===== config.mk =====
export PLATFORM = sky130hd
export DESIGN_NAME = odt_dev_flat
export DESIGN_NICKNAME = d
export VERILOG_FILES = /design/src/include/odt_pkg.sv /design/src/include/odt_link_if.sv /design/src/rtl/odt_dev.sv /design/src/flat_wrapper.sv
export SDC_FILE = /design/constraint.sdc
export NUM_CORES = 1
export LEC_CHECK = 0
export BUFFER_PORTS_ARGS = -buffer_cell sky130_fd_sc_hd__buf_2
export CORE_ASPECT_RATIO = 0.6
export CORE_MARGIN = 3
export CORE_UTILIZATION = 50
export DETAILED_ROUTE_END_ITERATION = 8
export PLACE_DENSITY = 0.69
export SLEW_MARGIN = 15
export SYNTH_ARGS = -nofsm -noshare
export SYNTH_HDL_FRONTEND = slang
export SYNTH_SLANG_ARGS = --single-unit

===== constraint.sdc =====
create_clock -name mclk -period 3.15 [get_ports mclk]
set_input_delay 0.315 -clock mclk [delete_from_list [all_inputs] [get_ports mclk]]
set_output_delay 0.315 -clock mclk [all_outputs]
set_load 0.01 [all_outputs]

===== src/include/odt_pkg.sv =====
// package for the termination control timing block
// assumes a single 100 MHz clock (mclk) shared by both ends
package odt_pkg;
    // clock period in picoseconds
    localparam int CLK_PERIOD_PS        = 10000;
    // hold times in clock cycles
    localparam int ODT_MIN_HIGH_BC4     = 4;
    localparam int ODT_MIN_HIGH_BL8     = 6;
    // latency offset: latency = cwl + al - ODTL_OFFSET
    localparam int ODTL_OFFSET          = 2;
    // lead window adds one cycle to the larger latency
    localparam int PDE_LEAD_EXTRA       = 1;
    // asynchronous delays in picoseconds (2 ns .. 8.5 ns)
    localparam int ASYNC_DELAY_MIN_PS   = 2000;
    localparam int ASYNC_DELAY_MAX_PS   = 8500;
    // least delay rounds up, longest rounds down, never below one cycle
    localparam int ASYNC_MIN_CYC_RAW    = (ASYNC_DELAY_MIN_PS + CLK_PERIOD_PS - 1) / CLK_PERIOD_PS;
    localparam int ASYNC_MAX_CYC_RAW    = ASYNC_DELAY_MAX_PS / CLK_PERIOD_PS;
    localparam int ASYNC_TURN_ON_DELAY  = (ASYNC_MIN_CYC_RAW < 1) ? 1 : ASYNC_MIN_CYC_RAW;
    localparam int ASYNC_TURN_OFF_DELAY = (ASYNC_MAX_CYC_RAW < 1) ? 1 : ASYNC_MAX_CYC_RAW;
    // latency field width
    localparam int LAT_W                = 5;
    // default cwl and al
    localparam logic [4:0] CWL_DEFAULT  = 5'h09;
    localparam logic [4:0] AL_DEFAULT   = 5'h00;
    // refresh cycle time in clocks
    localparam logic [7:0] TRFC_DEFAULT = 8'h1A;
endpackage : odt_pkg


===== src/include/odt_link_if.sv =====
// link between controller and termination end
// assumes both ends run on mclk
`timescale 1ns/1ps
interface odt_link_if;
    logic odt;       // termination control pin
    logic cke;       // clock enable
    logic wr_cmd;    // write registered
    logic wr_bl8;    // write is burst length 8
    logic rd_cmd;    // read registered
    logic ref_cmd;   // refresh registered
    logic rtt_on;    // termination state
    modport ctrl (output odt, output cke, output wr_cmd, output wr_bl8,
                  output rd_cmd, output ref_cmd, input rtt_on);
    modport dev  (input odt, input cke, input wr_cmd, input wr_bl8,
                  input rd_cmd, input ref_cmd, output rtt_on);
endinterface : odt_link_if


===== src/rtl/odt_dev.sv =====
// device end: turns termination on and off from the control pin
// assumes pins come from the controller on the same mclk
`timescale 1ns/1ps

module odt_dev import odt_pkg::*; (
    // clock and reset
    input  wire logic             mclk,
    input  wire logic             reset_n,
    // link
    odt_link_if.dev               link,
    // configuration
    input  wire logic [LAT_W-1:0] cwl,
    input  wire logic [LAT_W-1:0] al,
    input  wire logic             dll_on_pd,
    input  wire logic             dll_locked,
    input  wire logic             rtt_enabled,
    input  wire logic [7:0]       trfc,
    // status
    output logic                  async_mode,
    output logic                  in_transition,
    output logic                  hold_violation
);
    localparam int DLY_DEPTH = 32;

    // ----------------------------------------------------------------
    // state
    // ----------------------------------------------------------------
    logic [DLY_DEPTH-1:0] dly_reg, dly_next;
    logic                 rtt_reg, rtt_next;
    logic                 odt_q_reg, odt_q_next;
    logic                 cke_q_reg, cke_q_next;
    logic [3:0]           async_cnt_reg, async_cnt_next;
    logic [7:0]           ref_cnt_reg, ref_cnt_next;
    logic [3:0]           hold_cnt_reg, hold_cnt_next;
    logic                 async_reg, async_next;
    logic                 trans_reg, trans_next;
    logic                 viol_reg, viol_next;
    logic [LAT_W-1:0]     lat;

    // odt latency in cycles
    function automatic logic [LAT_W-1:0] odt_latency(input logic [LAT_W-1:0] c, input logic [LAT_W-1:0] a);
        odt_latency = LAT_W'(c + a - LAT_W'(ODTL_OFFSET));
    endfunction : odt_latency

    assign lat = odt_latency(cwl, al);

    // ----------------------------------------------------------------
    // next state
    // ----------------------------------------------------------------
    always_comb begin
        dly_next       = {dly_reg[DLY_DEPTH-2:0], link.odt};
        rtt_next       = rtt_reg;
        odt_q_next     = link.odt;
        cke_q_next     = link.cke;
        async_cnt_next = async_cnt_reg;
        ref_cnt_next   = (ref_cnt_reg != 8'h00) ? ref_cnt_reg - 8'h01 : 8'h00;
        hold_cnt_next  = (hold_cnt_reg != 4'h0) ? hold_cnt_reg - 4'h1 : 4'h0;
        viol_next      = viol_reg;
        trans_next     = 1'b0;
        async_next = ~dll_locked | (~link.cke & ~dll_on_pd);
        trans_next = ~dll_on_pd & link.cke & cke_q_reg & ~async_reg & dll_locked;
        if (link.ref_cmd) begin
            ref_cnt_next = trfc;
        end
        if (~link.cke & ~dll_on_pd & (ref_cnt_reg != 8'h00)) begin
            trans_next = 1'b1;
            async_next = 1'b0;
        end
        if (!rtt_enabled) begin
            rtt_next = 1'b0;
        end else if (async_reg) begin
            if (link.odt != rtt_reg) begin
                if (async_cnt_reg >= 4'(ASYNC_TURN_ON_DELAY - 1)) begin
                    rtt_next       = link.odt;
                    async_cnt_next = 4'h0;
                end else begin
                    async_cnt_next = async_cnt_reg + 4'h1;
                end
            end else begin
                async_cnt_next = 4'h0;
            end
        end else begin
            rtt_next       = (lat == '0) ? link.odt : dly_reg[lat-1];
            async_cnt_next = 4'h0;
        end
        if (link.odt & ~odt_q_reg) begin
            hold_cnt_next = 4'(ODT_MIN_HIGH_BC4 - 1);
        end
        if (link.odt & link.wr_cmd) begin
            hold_cnt_next = link.wr_bl8 ? 4'(ODT_MIN_HIGH_BL8 - 1) : 4'(ODT_MIN_HIGH_BC4 - 1);
        end
        if (~link.odt & odt_q_reg & (hold_cnt_reg != 4'h0)) begin
            viol_next = 1'b1;
        end
    end

    // ----------------------------------------------------------------
    // registers
    // ----------------------------------------------------------------
    always_ff @(posedge mclk or negedge reset_n) begin
        if (!reset_n) begin
            dly_reg       <= '0;
            rtt_reg       <= 1'b0;
            odt_q_reg     <= 1'b0;
            cke_q_reg     <= 1'b0;
            async_cnt_reg <= 4'h0;
            ref_cnt_reg   <= 8'h00;
            hold_cnt_reg  <= 4'h0;
            async_reg     <= 1'b1;
            trans_reg     <= 1'b0;
            viol_reg      <= 1'b0;
        end else begin
            dly_reg       <= dly_next;
            rtt_reg       <= rtt_next;
            odt_q_reg     <= odt_q_next;
            cke_q_reg     <= cke_q_next;
            async_cnt_reg <= async_cnt_next;
            ref_cnt_reg   <= ref_cnt_next;
            hold_cnt_reg  <= hold_cnt_next;
            async_reg     <= async_next;
            trans_reg     <= trans_next;
            viol_reg      <= viol_next;
        end
    end

    assign link.rtt_on    = rtt_reg;
    assign async_mode     = async_reg;
    assign in_transition  = trans_reg;
    assign hold_violation = viol_reg;
endmodule : odt_dev


===== src/flat_wrapper.sv =====
// flat-port wrapper written by rule: the top's interface ports become plain ports
module odt_dev_flat import odt_pkg::*;
  (mclk, reset_n, cwl, al, dll_on_pd, dll_locked, rtt_enabled, trfc, async_mode, in_transition, hold_violation, link_odt, link_cke, link_wr_cmd, link_wr_bl8, link_rd_cmd, link_ref_cmd, link_rtt_on);
  odt_link_if link_i ();
  input  wire logic mclk;
  input  wire logic reset_n;
  input  wire logic [LAT_W-1:0] cwl;
  input  wire logic [LAT_W-1:0] al;
  input  wire logic dll_on_pd;
  input  wire logic dll_locked;
  input  wire logic rtt_enabled;
  input  wire logic [7:0] trfc;
  output logic async_mode;
  output logic in_transition;
  output logic hold_violation;
  input wire logic [$bits(link_i.odt)-1:0] link_odt;
  input wire logic [$bits(link_i.cke)-1:0] link_cke;
  input wire logic [$bits(link_i.wr_cmd)-1:0] link_wr_cmd;
  input wire logic [$bits(link_i.wr_bl8)-1:0] link_wr_bl8;
  input wire logic [$bits(link_i.rd_cmd)-1:0] link_rd_cmd;
  input wire logic [$bits(link_i.ref_cmd)-1:0] link_ref_cmd;
  output wire logic [$bits(link_i.rtt_on)-1:0] link_rtt_on;
  assign link_i.odt = link_odt;
  assign link_i.cke = link_cke;
  assign link_i.wr_cmd = link_wr_cmd;
  assign link_i.wr_bl8 = link_wr_bl8;
  assign link_i.rd_cmd = link_rd_cmd;
  assign link_i.ref_cmd = link_ref_cmd;
  assign link_rtt_on = link_i.rtt_on;
  odt_dev u_core (.mclk(mclk), .reset_n(reset_n), .link(link_i), .cwl(cwl), .al(al), .dll_on_pd(dll_on_pd), .dll_locked(dll_locked), .rtt_enabled(rtt_enabled), .trfc(trfc), .async_mode(async_mode), .in_transition(in_transition), .hold_violation(hold_violation));
endmodule

# Yosys cells after proc, flatten, opt, wreduce, memory -nomap -nowiden
# Cells that the tools add are included.
# W data, S select, Z words.
[word_totals] regBits=54 input_bits=29
[op_classes] add_sub_neg=6 n_lt_le_gt_ge=2 eq_ne=3 n_mux=18 bitwise_logic=17 reduce_logical=4
[op_table] operator="$lt A32 B6 Y1 const B" n=1
[op_table] operator="$mux W4" n=6
[op_table] operator="$mux W8" n=2
[op_table] operator="$and A1 B1 Y1" n=10
[op_table] operator="$mux W1" n=8
[op_table] operator="$reduce_bool A8 Y1" n=1
[op_table] operator="$sub A8 B1 Y8 const B" n=1
[op_table] operator="$ne A3 B3 Y1 const B" n=2
[op_table] operator="$not A1 Y1" n=6
[op_table] operator="$sub A5 B1 Y6 const B" n=1
[op_table] operator="$add A5 B5 Y5" n=1
[op_table] operator="$bmux W1 S5" n=1
[op_table] operator="$logic_not A5 Y1" n=1
[op_table] operator="$sub A5 B2 Y5 const B" n=1
[op_table] operator="$add A4 B1 Y4 const B" n=1
[op_table] operator="$ge A4 B1 Y1 const B" n=1
[op_table] operator="$reduce_bool A4 Y1" n=1
[op_table] operator="$sub A4 B1 Y4 const B" n=1
[op_table] operator="$mux W3" n=1
[op_table] operator="$reduce_and A2 Y1" n=1
[op_table] operator="$ne A1 B1 Y1" n=1
[op_table] operator="$or A1 B1 Y1" n=1

# Depth between registers and ports, before layout
# Gate-level depths: netlist (run 1).
[depth] depth_word=8 depth_mapped=12

# Worst setup path after synthesis (run 1)
# OpenSTA, ideal clock, no wires.
[synth_timing] path_type="input to register" from="input port cwl[1]" to="register u_core.rtt_reg (netlist: u_core.link.rtt_on)" arrival_ns=2.710 required_time_ns=3.027 path_slack_ns=0.317 cell_stages=11 path_buffers=1 cell_sequence="inv_1 -> ha_1 -> inv_1 -> ha_1 -> inv_1 -> ha_1 -> clkbuf_1 -> mux4_2 -> mux4_2 -> o32a_1 -> o221a_1"
[synth_via] elab_chain_len=8 word_cells_on_any_way=9
[synth_rtl] item="start: declaration" line="flat_wrapper.sv:7" text="input wire logic [LAT_W-1:0] cwl;"
[synth_rtl] item="$add A5 B5 Y5 (*)" line="odt_dev.sv:42" text="odt_latency = LAT_W'(c + a - LAT_W'(ODTL_OFFSET));"
[synth_rtl] item="$sub A5 B2 Y5 (*)" line="odt_dev.sv:42"
[synth_rtl] item="$sub A5 B1 Y6" line="odt_dev.sv:83" text="rtt_next = (lat == '0) ? link.odt : dly_reg[lat-1];"
[synth_rtl] item="$bmux W1 S5" line="odt_dev.sv:83"
[synth_rtl] item="$mux W1 (implied by the code)" line="odt_dev.sv:83"
[synth_rtl] item="$mux W1 (*)" line="odt_dev.sv:83"
[synth_rtl] item="$mux W1 (*)" line="odt_dev.sv:71" text="end else if (async_reg) begin"
[synth_rtl] item="$mux W1 (*)" line="odt_dev.sv:69" text="if (!rtt_enabled) begin"
[synth_rtl] item="end signal: assignment" line="odt_dev.sv:114" text="rtt_reg <= rtt_next;"
[synth_rtl] item="end: declaration" line="odt_dev.sv:29" text="logic rtt_reg, rtt_next;"
# Every way passes the cells marked *; elsewhere a longest branch is shown, timed or not. The select of a mux whose other input is x is not followed.
# A chain may end at the register's enable or synchronous reset.

# Final worst setup path (run 1)
# Ends and elaborated chain as after synthesis.

==> metrics.md, run 1 <==
| Metric | Value |
|---|---|
| Most used DFF post-synth | dfrtp_1 |
| Chip Height | between 50 and 60 um |
| Setup TNS Final | 0 ns |
| Setup crit start kind | input port |
| Hold crit path type | input port to flop |
| Total power | 0.00146 W |
| TritonRoute pass-1 iters | 4 |
| Top cells by count, synth | 48 x dfrtp_1, 19 x inv_1, 12 x nand2_1, 10 x ha_1, 8 x nor2_1 |
| Post-synthesis register bit count | 49 |
| Post-DP HPWL | between 2 and 3 mm |
| Final Hold Fails | 0 |
| Slew headroom | 32.1% |
| CP Max Fanout | 3 |
| CP max-delay cell | mux4_2 |
| Max Fclk | 0.361 GHz |
| Post-CTS sizing | 0 |
| Reg2reg setup slack | 0.92 ns |
| Setup Buffers After CTS | 0 |
| Utilization after layout | between 60 and 70% |
| Async SR Flop Fraction | 100% |
| Syn Inst Count | 161 |
| FF-to-FF End | u_core.ref_cnt_reg[6] |
| Synth Net Count | 201 |
| Post-DRT Antenna Nets | 0 |
| Seq/Total Area, Yosys | 56.7% |
| DR DRC count | 0 |
| CORE AREA | just under 4000 um2 |
| Critical path class | input port to flop |
| Slew Viols, Final | 0 |
| CP endpoint | u_core.link.rtt_on |
| Levels on crit path | 11 |
| Clock skew | 0.00699 ns |
| Total grt overflow | 0 |
| DR WL/cell | 15.1 um |
| YS warnings | 0 |
| Max Buffers Root-to-Sink | 2 |
| Initial core utilization | between 50% and 60% |
| Area of the multi-input gates | 846 um2 |
| EDFF count, synth | 0 |
| GRT Overall Usage | 16.8% |
| Final setup vio count | 0 |
| Critical Path AT | 2.96 ns |
| Post-Syn Area | 2160 um2 |
| Cell chain of the critical path | buf_2, inv_1, ha_1, inv_1, ha_1, fa_1, nor3_1, xnor2_1, mux4_2, o32a_1, o221a_1 |
| Yosys cell types | 31 |
| Die X | roughly 91 um |
| Synth top area share | 55.5% |
| Status | finished clean |
| Worst hold stages | 1 |
| Clock-pin slew on the worst setup and hold paths | 0.09 ns |
| CTS sink cnt | 49 |
| Largest net degree at the start of global routing | 50 |
| Max reg flops | 32 |
| Num ports | 33 |
| Max_cap viols | 0 |
| Buffers on Ports | 31 |
| Clock root buffer master | clkbuf_8 |
| Final wirelength | 3.88 mm |
| Vias in the first global route | roughly 1400 |
| CTS tree | yes |
| Buf+Inv Stages, Crit Path | 3 |
| Setup crit end kind | flop |
| Routability Congestion | roughly 0.74 |
| Layout cells sized above 1 | 23.0% |
| Placed cell area | 2390 um2 |
| Period minus WS final | 2.77 ns |
| Tcrit/Tclk final | approximately 88% |
| Max incr delay on CP | approximately 0.56 ns |
| Layout area overhead | 16.0% |
| Antenna violations before repair | 0 |
| R2R depth | 4 |
| Leakage power | around 1.2 nW |
| Max H-tree Level | 2 |
| CP required | 3.34 ns |
| Nets | roughly 240 |
| Area of the die | roughly 5200 um2 |
| Power Density | 580 nW/um2 |
| Fillers | 308 |
| Ant diodes | 0 |
| Vias per std cell | 5.25 |
| Num CTS Buffers | 5 |
| Area leader, netlist | dfrtp_1 |
| DRT iter0 DRCs | 55 |
| Global-route wire length before repair | 6.78 mm |
| Maximum vdd drop | around 0.27 mV |
| Worst r2r src | u_core.ref_cnt_reg[3] |
| CTS hold repair buffers | 0 |
| Vias post-DR | 1349 |
| WHS | 0.166 ns |
| CP delay by family, top | adder cells |
| Post-route cell area | ~2500 um2 |
| Critical path origin | cwl[1] |
| Synth area leaders | dfrtp_1 56%, mux4_1 8.5%, ha_1 5.8% |
| Skew-Pair Late Insertion Delay | 0.30 ns |
| Number of cell rows | 17 |
| Most frequent cell after synthesis | dfrtp_1 |
| Worst-Margin Slew | about 1 ns |
| FF/Latch Area | 1230 um2 |
| Mean Syn Cell Area | approximately 13 um2 |
| RSZ-0062 raised after global routing | false |
==> routing by layer <==
layer	track usage (%)	up-vias	wire, um
met3	4.48	9	142
met1	23.7	665	2000
li1	-	650	-
met4	7.51	0	60
met2	24.8	25	1670
met5	0	-	0
==> layout by cell type (no fill, tap or decap), types with 3 or more instances in the layout <==
cell type and count:
buf_4 3, a21oi_1 5, o31ai_1 6, inv_1 19
dfrtp_1 48, nor2_1 8, xor2_1 4, ha_1 10
nand2_1 12, mux2i_1 4, o21ai_0 7, xnor2_1 7
mux4_1 7, clkbuf_8 6, buf_2 31
==> per-stage QoR <==
stage / setup WS, ns / std cells
global route: 0.278 / 257
finish: 0.381 / 257
global placement: 0.147 / 249
detailed placement: 0.114 / 249
floorplan: 0.317 / 161
CTS: 0.371 / 257
==> final cells by class <==
cell class | instances | area share (%)
clock inverters | 1 | 1.20
repair buffers | 34 | 7.08
clock buffers | 7 | 3.44
multi-input cells | 90 | 33.7
flip-flops and latches | 49 | 48.9
inverters | 19 | 2.84
well taps | 57 | 2.84
==> report_power, final <==
group	switching, W	internal, W
clock network	0.000194	0.000259
logic	0.000137	0.000156
registers	0.0000359	0.000676
total	0.000366	0.00109
==> how the worst min path moves through the flow <==
stage / start / to / slack, ns
after CTS: link_cke / u_core.cke_q_reg / 0.15
after floorplan: reset_n / u_core.cke_q_reg / 0.02
after detailed placement: u_core.dly_reg[14] / u_core.dly_reg[15] / 0.35
after global placement: u_core.dly_reg[18] / u_core.dly_reg[19] / 0.35
final: link_cke / u_core.cke_q_reg / 0.17
after global routing: link_cke / u_core.cke_q_reg / 0.16
==> cells by family after synthesis <==
kind of cell | after synthesis | synth area share [%]
buffers and inverters | 22 | 4.16
flip-flops | 49 | 56.7
adder cells (fa/ha/maj) | 11 | 6.71
AO/OA/AOI/OAI | 26 | 8.21
multiplexers | 13 | 12.4
AND/OR/NAND/NOR | 28 | 6.25
XOR/XNOR | 12 | 5.49
==> worst reg2reg max path: cells and delay by family (launching register included) <==
family | cells | cell delay, ns
simple gates | 3 | 1.47
flops | 1 | 0.43
compound gates | 1 | 0.23
No activity file was read; power rests on OpenSTA's default activity.
==> run 2: changes to the inputs <==
--- a/config.mk
+++ b/config.mk
@@ -6,11 +6,14 @@
 export NUM_CORES = 1
 export LEC_CHECK = 0
 export BUFFER_PORTS_ARGS = -buffer_cell sky130_fd_sc_hd__buf_2
+export CELL_PAD_IN_SITES_DETAIL_PLACEMENT = 0
+export CELL_PAD_IN_SITES_GLOBAL_PLACEMENT = 2
 export CORE_ASPECT_RATIO = 0.6
 export CORE_MARGIN = 3
-export CORE_UTILIZATION = 50
+export CORE_UTILIZATION = 41
+export CTS_CLUSTER_SIZE = 28
 export DETAILED_ROUTE_END_ITERATION = 8
-export PLACE_DENSITY = 0.69
+export PLACE_DENSITY = 0.8
 export SLEW_MARGIN = 15
 export SYNTH_ARGS = -nofsm -noshare
 export SYNTH_HDL_FRONTEND = slang
==> run 2 against run 1 <==
Net effect: non-clock buffer count rose by 1; first-iteration DRC count increased by 15%; combinational power hardly changed; worst setup slack worse by 0.094 ns; clock skew barely moved; via count decreased by 0.30%; largest cell class unchanged.
==> metrics.md, run 2 (synthesis results as in run 1) <==
| Metric | Value |
|---|---|
| Status | finished clean |
| Max H-tree Level | 2 |
| Routability Congestion | between 0.7 and 0.8 |
| RSZ-0062 raised after global routing | false |
| Nets | 240 |
| CP Max Fanout | 3 |
| Antenna violations before repair | 0 |
| Slew Viols, Final | 0 |
| Critical path class | input port to flop |
| Setup crit end kind | flop |
| CP required | 3.33 ns |
| Initial core utilization | 44.8% |
| Num CTS Buffers | 5 |
| Met2 WL post-DR | 1.47 mm |
| Final Hold Fails | 0 |
| DR DRC count | 0 |
| Clock-pin slew on the worst setup and hold paths | approximately 0.09 ns |
| Routed length on met3 | between 200 and 250 um |
| Area of the die | about 6200 um2 |
| Tcrit/Tclk final | ~91% |
| Most frequent cells in the layout | 48 x dfrtp_1, 30 x buf_2, 19 x inv_1 |
| Slew headroom | between 60% and 70% |
| Highest metal layer with signal wires | met4 |
| Vias per std cell | 5.09 |
| Num ports | 33 |
| TritonRoute pass-1 iters | 4 |
| Layout area overhead | 15.6% |
| Final setup vio count | 0 |
| Layout cells sized above 1 | 23.9% |
| Max_cap viols | 0 |
| Die X | 99.8 um |
| Max Buffers Root-to-Sink | 2 |
| CTS sink cnt | 49 |
| DR WL/cell | 14.9 um |
| GRT Overall Usage | 13.7% |
| Clock skew | 0.00703 ns |
| Vias in the first global route | 1357 |
| CORE AREA | 4830 um2 |
| M1 wire length | 2.18 mm |
| DP Worst Slack | -0.0321 ns |
| Post-CTS sizing | 0 |
| Ant diodes | 0 |
| Total power | about 0.0014 W |
| Skew-Pair Late Insertion Delay | about 0.30 ns |
| Max reg flops | 32 |
| Period minus WS final | 2.86 ns |
| CTS tree | yes |
| Number of cell rows | 19 |
| Max Fclk | around 0.35 GHz |
| Critical Path AT | 3.05 ns |
| Critical path origin | cwl[1] |
| Largest net degree at the start of global routing | 50 |
| Setup crit start kind | input port |
| Setup ws final | roughly 0.29 ns |
| Clock root buffer master | clkbuf_8 |
| Global-route wire length before repair | 6.67 mm |
| Power Density | 550 nW/um2 |
| Maximum vdd drop | 0.288 mV |
| Hold crit path type | input port to async pin |
| Total grt overflow | 0 |
| CTS hold repair buffers | 0 |
| Leakage power | 1.21 nW |
| Chip Height | a little over 60 um |
| Setup Buffers After CTS | 0 |
| Most common cell after layout, fill and taps aside | dfrtp_1 |
| Worst r2r src | u_core.dly_reg[30] |
| Vias post-DR | 1345 |
| Worst-Margin Slew | 0.595 ns |
| Post-DP HPWL | 2.88 mm |
| Post-DRT Antenna Nets | 0 |
| DRT iter0 DRCs | 63 |
| Final wirelength | ~4 mm |
| Buffers on Ports | 31 |
## run 2: cell count changes in the layout (fill, tap and decap cells not counted), sizes merged
| cell | before | now |
|---|---|---|
| clkbuf | 7 | 5 |
| clkinv | 0 | 1 |
| inv | 19 | 20 |
| buf | 34 | 35 |
| clkinvlp | 0 | 1 |
| bufinv | 1 | 0 |
## run 2: final timing paths
path                       slack, ns                    end  cells past startpoint
max                             0.29     u_core.link.rtt_on                     11
min                             0.01  u_core.ref_cnt_reg[4]                      1
max reg2reg                     1.11     u_core.link.rtt_on                      4
min reg2reg                     0.37     u_core.dly_reg[14]                      0
max in group asynchronous       2.73       u_core.cke_q_reg                      1
min in group mclk               0.17       u_core.cke_q_reg                      1
## run 2: through the flow
stage / TNS [ns] / hold slack, ns / std cells / area, um2 / utilization (%)
2_1_floorplan: 0 / 0.0194 / 161 / 2160 / -
3_3_place_gp: 0 / 0.352 / 256 / 2410 / 49.9
3_5_place_dp: -0.0321 / 0.355 / 256 / 2410 / 49.9
4_1_cts: 0 / 0.162 / 264 / 2500 / 51.8
5_1_grt: 0 / 0.0570 / 264 / 2500 / 51.8
6_report: 0 / 0.0142 / 264 / 2500 / 51.8
## run 2: cell type report
type	count	area, um2
clock buffers	5	68.8
clock inverters	3	21.3
fillers	436	2320
inverters	19	71.3
multi-input cells	90	846
flip-flops and latches	49	1230
well taps	63	78.8
repair buffers	35	188
## run 2: routing by layer
metal / vias to the layer above / global-route usage [%]
met2: 33 / 16.9
li1: 651 / -
met3: 5 / 3.91
met5: - / 0
met1: 656 / 22.8
met4: 0 / 3.58
## run 2: where the power goes
group | leakage, nW | internal [W] | switching (W)
Combinational | 0.589 | 0.000157 | 0.000138
Sequential | 0.576 | 0.000676 | 0.0000355
Clock | 0.0445 | 0.000158 | 0.000211
Total | 1.21 | 0.000991 | 0.000384
## run 2: critical path, stage by stage
cell     delay (ns)
buf_2          0.07
inv_1          0.03
ha_1           0.26
inv_1          0.04
ha_1           0.21
fa_1           0.51
nor3_1         0.26
xnor2_1        0.25
mux4_2         0.55
o32a_1         0.30
o221a_1        0.24
==> run 3: changes to the inputs <==
--- a/config.mk
+++ b/config.mk
@@ -8,7 +8,6 @@
 export BUFFER_PORTS_ARGS = -buffer_cell sky130_fd_sc_hd__buf_2
 export CELL_PAD_IN_SITES_DETAIL_PLACEMENT = 0
 export CELL_PAD_IN_SITES_GLOBAL_PLACEMENT = 2
-export CORE_ASPECT_RATIO = 0.6
 export CORE_MARGIN = 3
 export CORE_UTILIZATION = 41
 export CTS_CLUSTER_SIZE = 28
==> constraint.sdc (replaced) <==
create_clock -name mclk -period 3.15 [get_ports mclk]
set_input_delay 0.63 -clock mclk [delete_from_list [all_inputs] [get_ports mclk]]
set_output_delay 0.63 -clock mclk [all_outputs]
set_load 0.01 [all_outputs]
==> run 3 against run 2 <==
Net effect: hold slack better by 0.32 ns; power is 1.4% higher; die area is 0.45% lower; register-to-register slack worse by 0.09 ns; first-iteration DRC count is 22% lower; critical path depth stayed put; count of clock-buffer cells in the layout is 1 higher; sequential cell count stayed put; clock power is 4% higher; final cell count is 2.3% higher; global-route usage is 0.11 points lower; critical path type unchanged; largest power group unchanged.
==> metrics.md, run 3 (synthesis results as in run 1) <==
| Metric | Value |
|---|---|
| Status | finished clean |
| Post-CTS sizing | 0 |
| Post-DRT Antenna Nets | 0 |
| Clock share of power | 27.5% |
| Skew-Pair Late Insertion Delay | 0.29 ns |
| Final cell count without fillers | 270 |
| Max Buffers Root-to-Sink | 2 |
| Placed cell area | 2430 um2 |
| Antenna violations before repair | 0 |
| Highest metal layer with signal wires | met4 |
| Total grt overflow | 0 |
| Area of the die | 6180 um2 |
| DRT iter0 DRCs | 49 |
| Tcrit/Tclk final | 95.0% |
| Layout area overhead | 17.0% |
| Post-DP HPWL | 2.70 mm |
| Setup crit end kind | flop |
| Slew headroom | 47.8% |
| Max_cap viols | 0 |
| Critical Path AT | 3.17 ns |
| Maximum vdd drop | 0.237 mV |
| Sw Ratio | approximately a quarter |
| Nets | 242 |
| Layout cells sized above 1 | 24.6% |
| Clock skew | between 0.007 and 0.008 ns |
| Final setup vio count | 0 |
| Vias per std cell | between 4 and 5 |
| Most frequent cells in the layout | 48 x dfrtp_1, 30 x buf_2, 19 x inv_1 |
| RSZ-0062 raised after global routing | false |
| GRT Overall Usage | 13.6% |
| M1 wire length | ~1.6 mm |
| Net switching power | 0.000370 W |
| Vias post-DR | 1319 |
| CTS hold repair buffers | 0 |
| Vias in the first global route | 1496 |
| CORE AREA | 4910 um2 |
| Setup crit start kind | input port |
| Met2 WL post-DR | around 1.8 mm |
| Clock-pin slew on the worst setup and hold paths | 0.09 ns |
| Critical path class | input port to flop |
| Reg power frac | 50.9% |
| Leakage power | 1.23 nW |
| Slew Viols, Final | 0 |
| Power Density | 551 nW/um2 |
| Max reg flops | 32 |
| CP required | 3.33 ns |
| Ant diodes | 0 |
| Number of cell rows | 25 |
| Total power | about 0.0014 W |
| Comb pwr share | 21.7% |
| Most common cell after layout, fill and taps aside | dfrtp_1 |
| Num ports | 33 |
| Global-route wire length before repair | 6.58 mm |
| Die X | about 80 um |
| DR WL/cell | 13.3 um |
| CTS sink cnt | 49 |
| Routability Congestion | 0.744 |
| Worst-Margin Slew | about 0.78 ns |
| Post-route cell area | 2530 um2 |
| Final Hold Fails | 0 |
| CTS tree | yes |
| Routed length on met3 | 171 um |
| Num CTS Buffers | 5 |
| TritonRoute pass-1 iters | 4 |
| Placed insts | 262 |
| Hold crit path type | input port to async pin |
| Max Fclk | about 0.33 GHz |
| Final wirelength | ~3.6 mm |
| Clock root buffer master | clkbuf_8 |
| CP Max Fanout | 2 |
| Max H-tree Level | 2 |
| Setup Buffers After CTS | 0 |
| Fillers | 439 |
| DR DRC count | 0 |
| Buffers on Ports | 31 |
| Largest net degree at the start of global routing | 50 |
| WHS | 0.334 ns |
| Period minus WS final | 2.99 ns |
| Chip Height | approximately 80 um |
| Cell internal pwr | 0.00102 W |
| Initial core utilization | 44.1% |
==> run 3: changes by cell type in the layout (fill, tap and decap cells not counted), sizes merged <==
cell / previous run / this run
clkinvlp: 1 / 0
clkbuf: 5 / 6
buf: 35 / 37
==> run 3: cell type report <==
type	count	area, um2	area share, %
Inverter	19	71.3	2.82
Tap cell	67	83.8	3.31
Timing Repair Buffer	37	203	8.01
Clock inverter	2	17.5	0.692
Multi-Input combinational cell	90	846	33.4
Clock buffer	6	82.6	3.26
Sequential cell	49	1230	48.5
==> run 3: final timing paths <==
| kind | to | cells after the start | slack [ns] | from |
|---|---|---|---|---|
| hold reg to reg | u_core.dly_reg[17] | 0 | 0.37 | u_core.dly_reg[16] |
| hold / removal | u_core.dly_reg[17] | 1 | 0.33 | reset_n |
| min in group mclk | u_core.dly_reg[17] | 0 | 0.37 | u_core.dly_reg[16] |
| setup reg to reg | u_core.ref_cnt_reg[6] | 4 | 1.02 | u_core.ref_cnt_reg[3] |
| max in group asynchronous | u_core.hold_violation | 1 | 2.42 | reset_n |
| setup / recovery | u_core.link.rtt_on | 11 | 0.16 | cwl[1] |
==> run 3: stage by stage <==
| step | TNS (ns) | utilization [%] | setup WS (ns) |
|---|---|---|---|
| 2_1_floorplan | 0 | - | 0.00164 |
| 3_3_place_gp | -0.133 | 49.5 | -0.133 |
| 3_5_place_dp | -0.162 | 49.5 | -0.162 |
| 4_1_cts | 0 | 51.5 | 0.143 |
| 5_1_grt | 0 | 51.5 | 0.0319 |
| 6_report | 0 | 51.5 | 0.158 |
==> run 3: metal layers <==
metal | global-route usage, % | vias to the layer above
li1 | - | 653
met4 | 3.15 | 0
met3 | 3.90 | 2
met5 | 0 | -
met2 | 23.5 | 28
met1 | 16.8 | 636
==> run 3: power groups by stage <==
stage               registers (W)  logic (W)  clock network, W
finish                   0.000709   0.000302          0.000383
global route             0.000719   0.000338          0.000437
CTS                      0.000709   0.000309          0.000406
detailed placement       0.000721   0.000306                 0
global placement         0.000719   0.000298                 0
floorplan                0.000716   0.000205                 0
==> run 3: worst max-delay path: stages <==
cell and delay [ns]:
buf_2 0.07, inv_1 0.03, ha_1 0.26, inv_1 0.04, ha_1 0.21, fa_1 0.47
nor3_1 0.19, xnor2_1 0.20, mux4_2 0.55, o32a_1 0.30, o221a_1 0.22
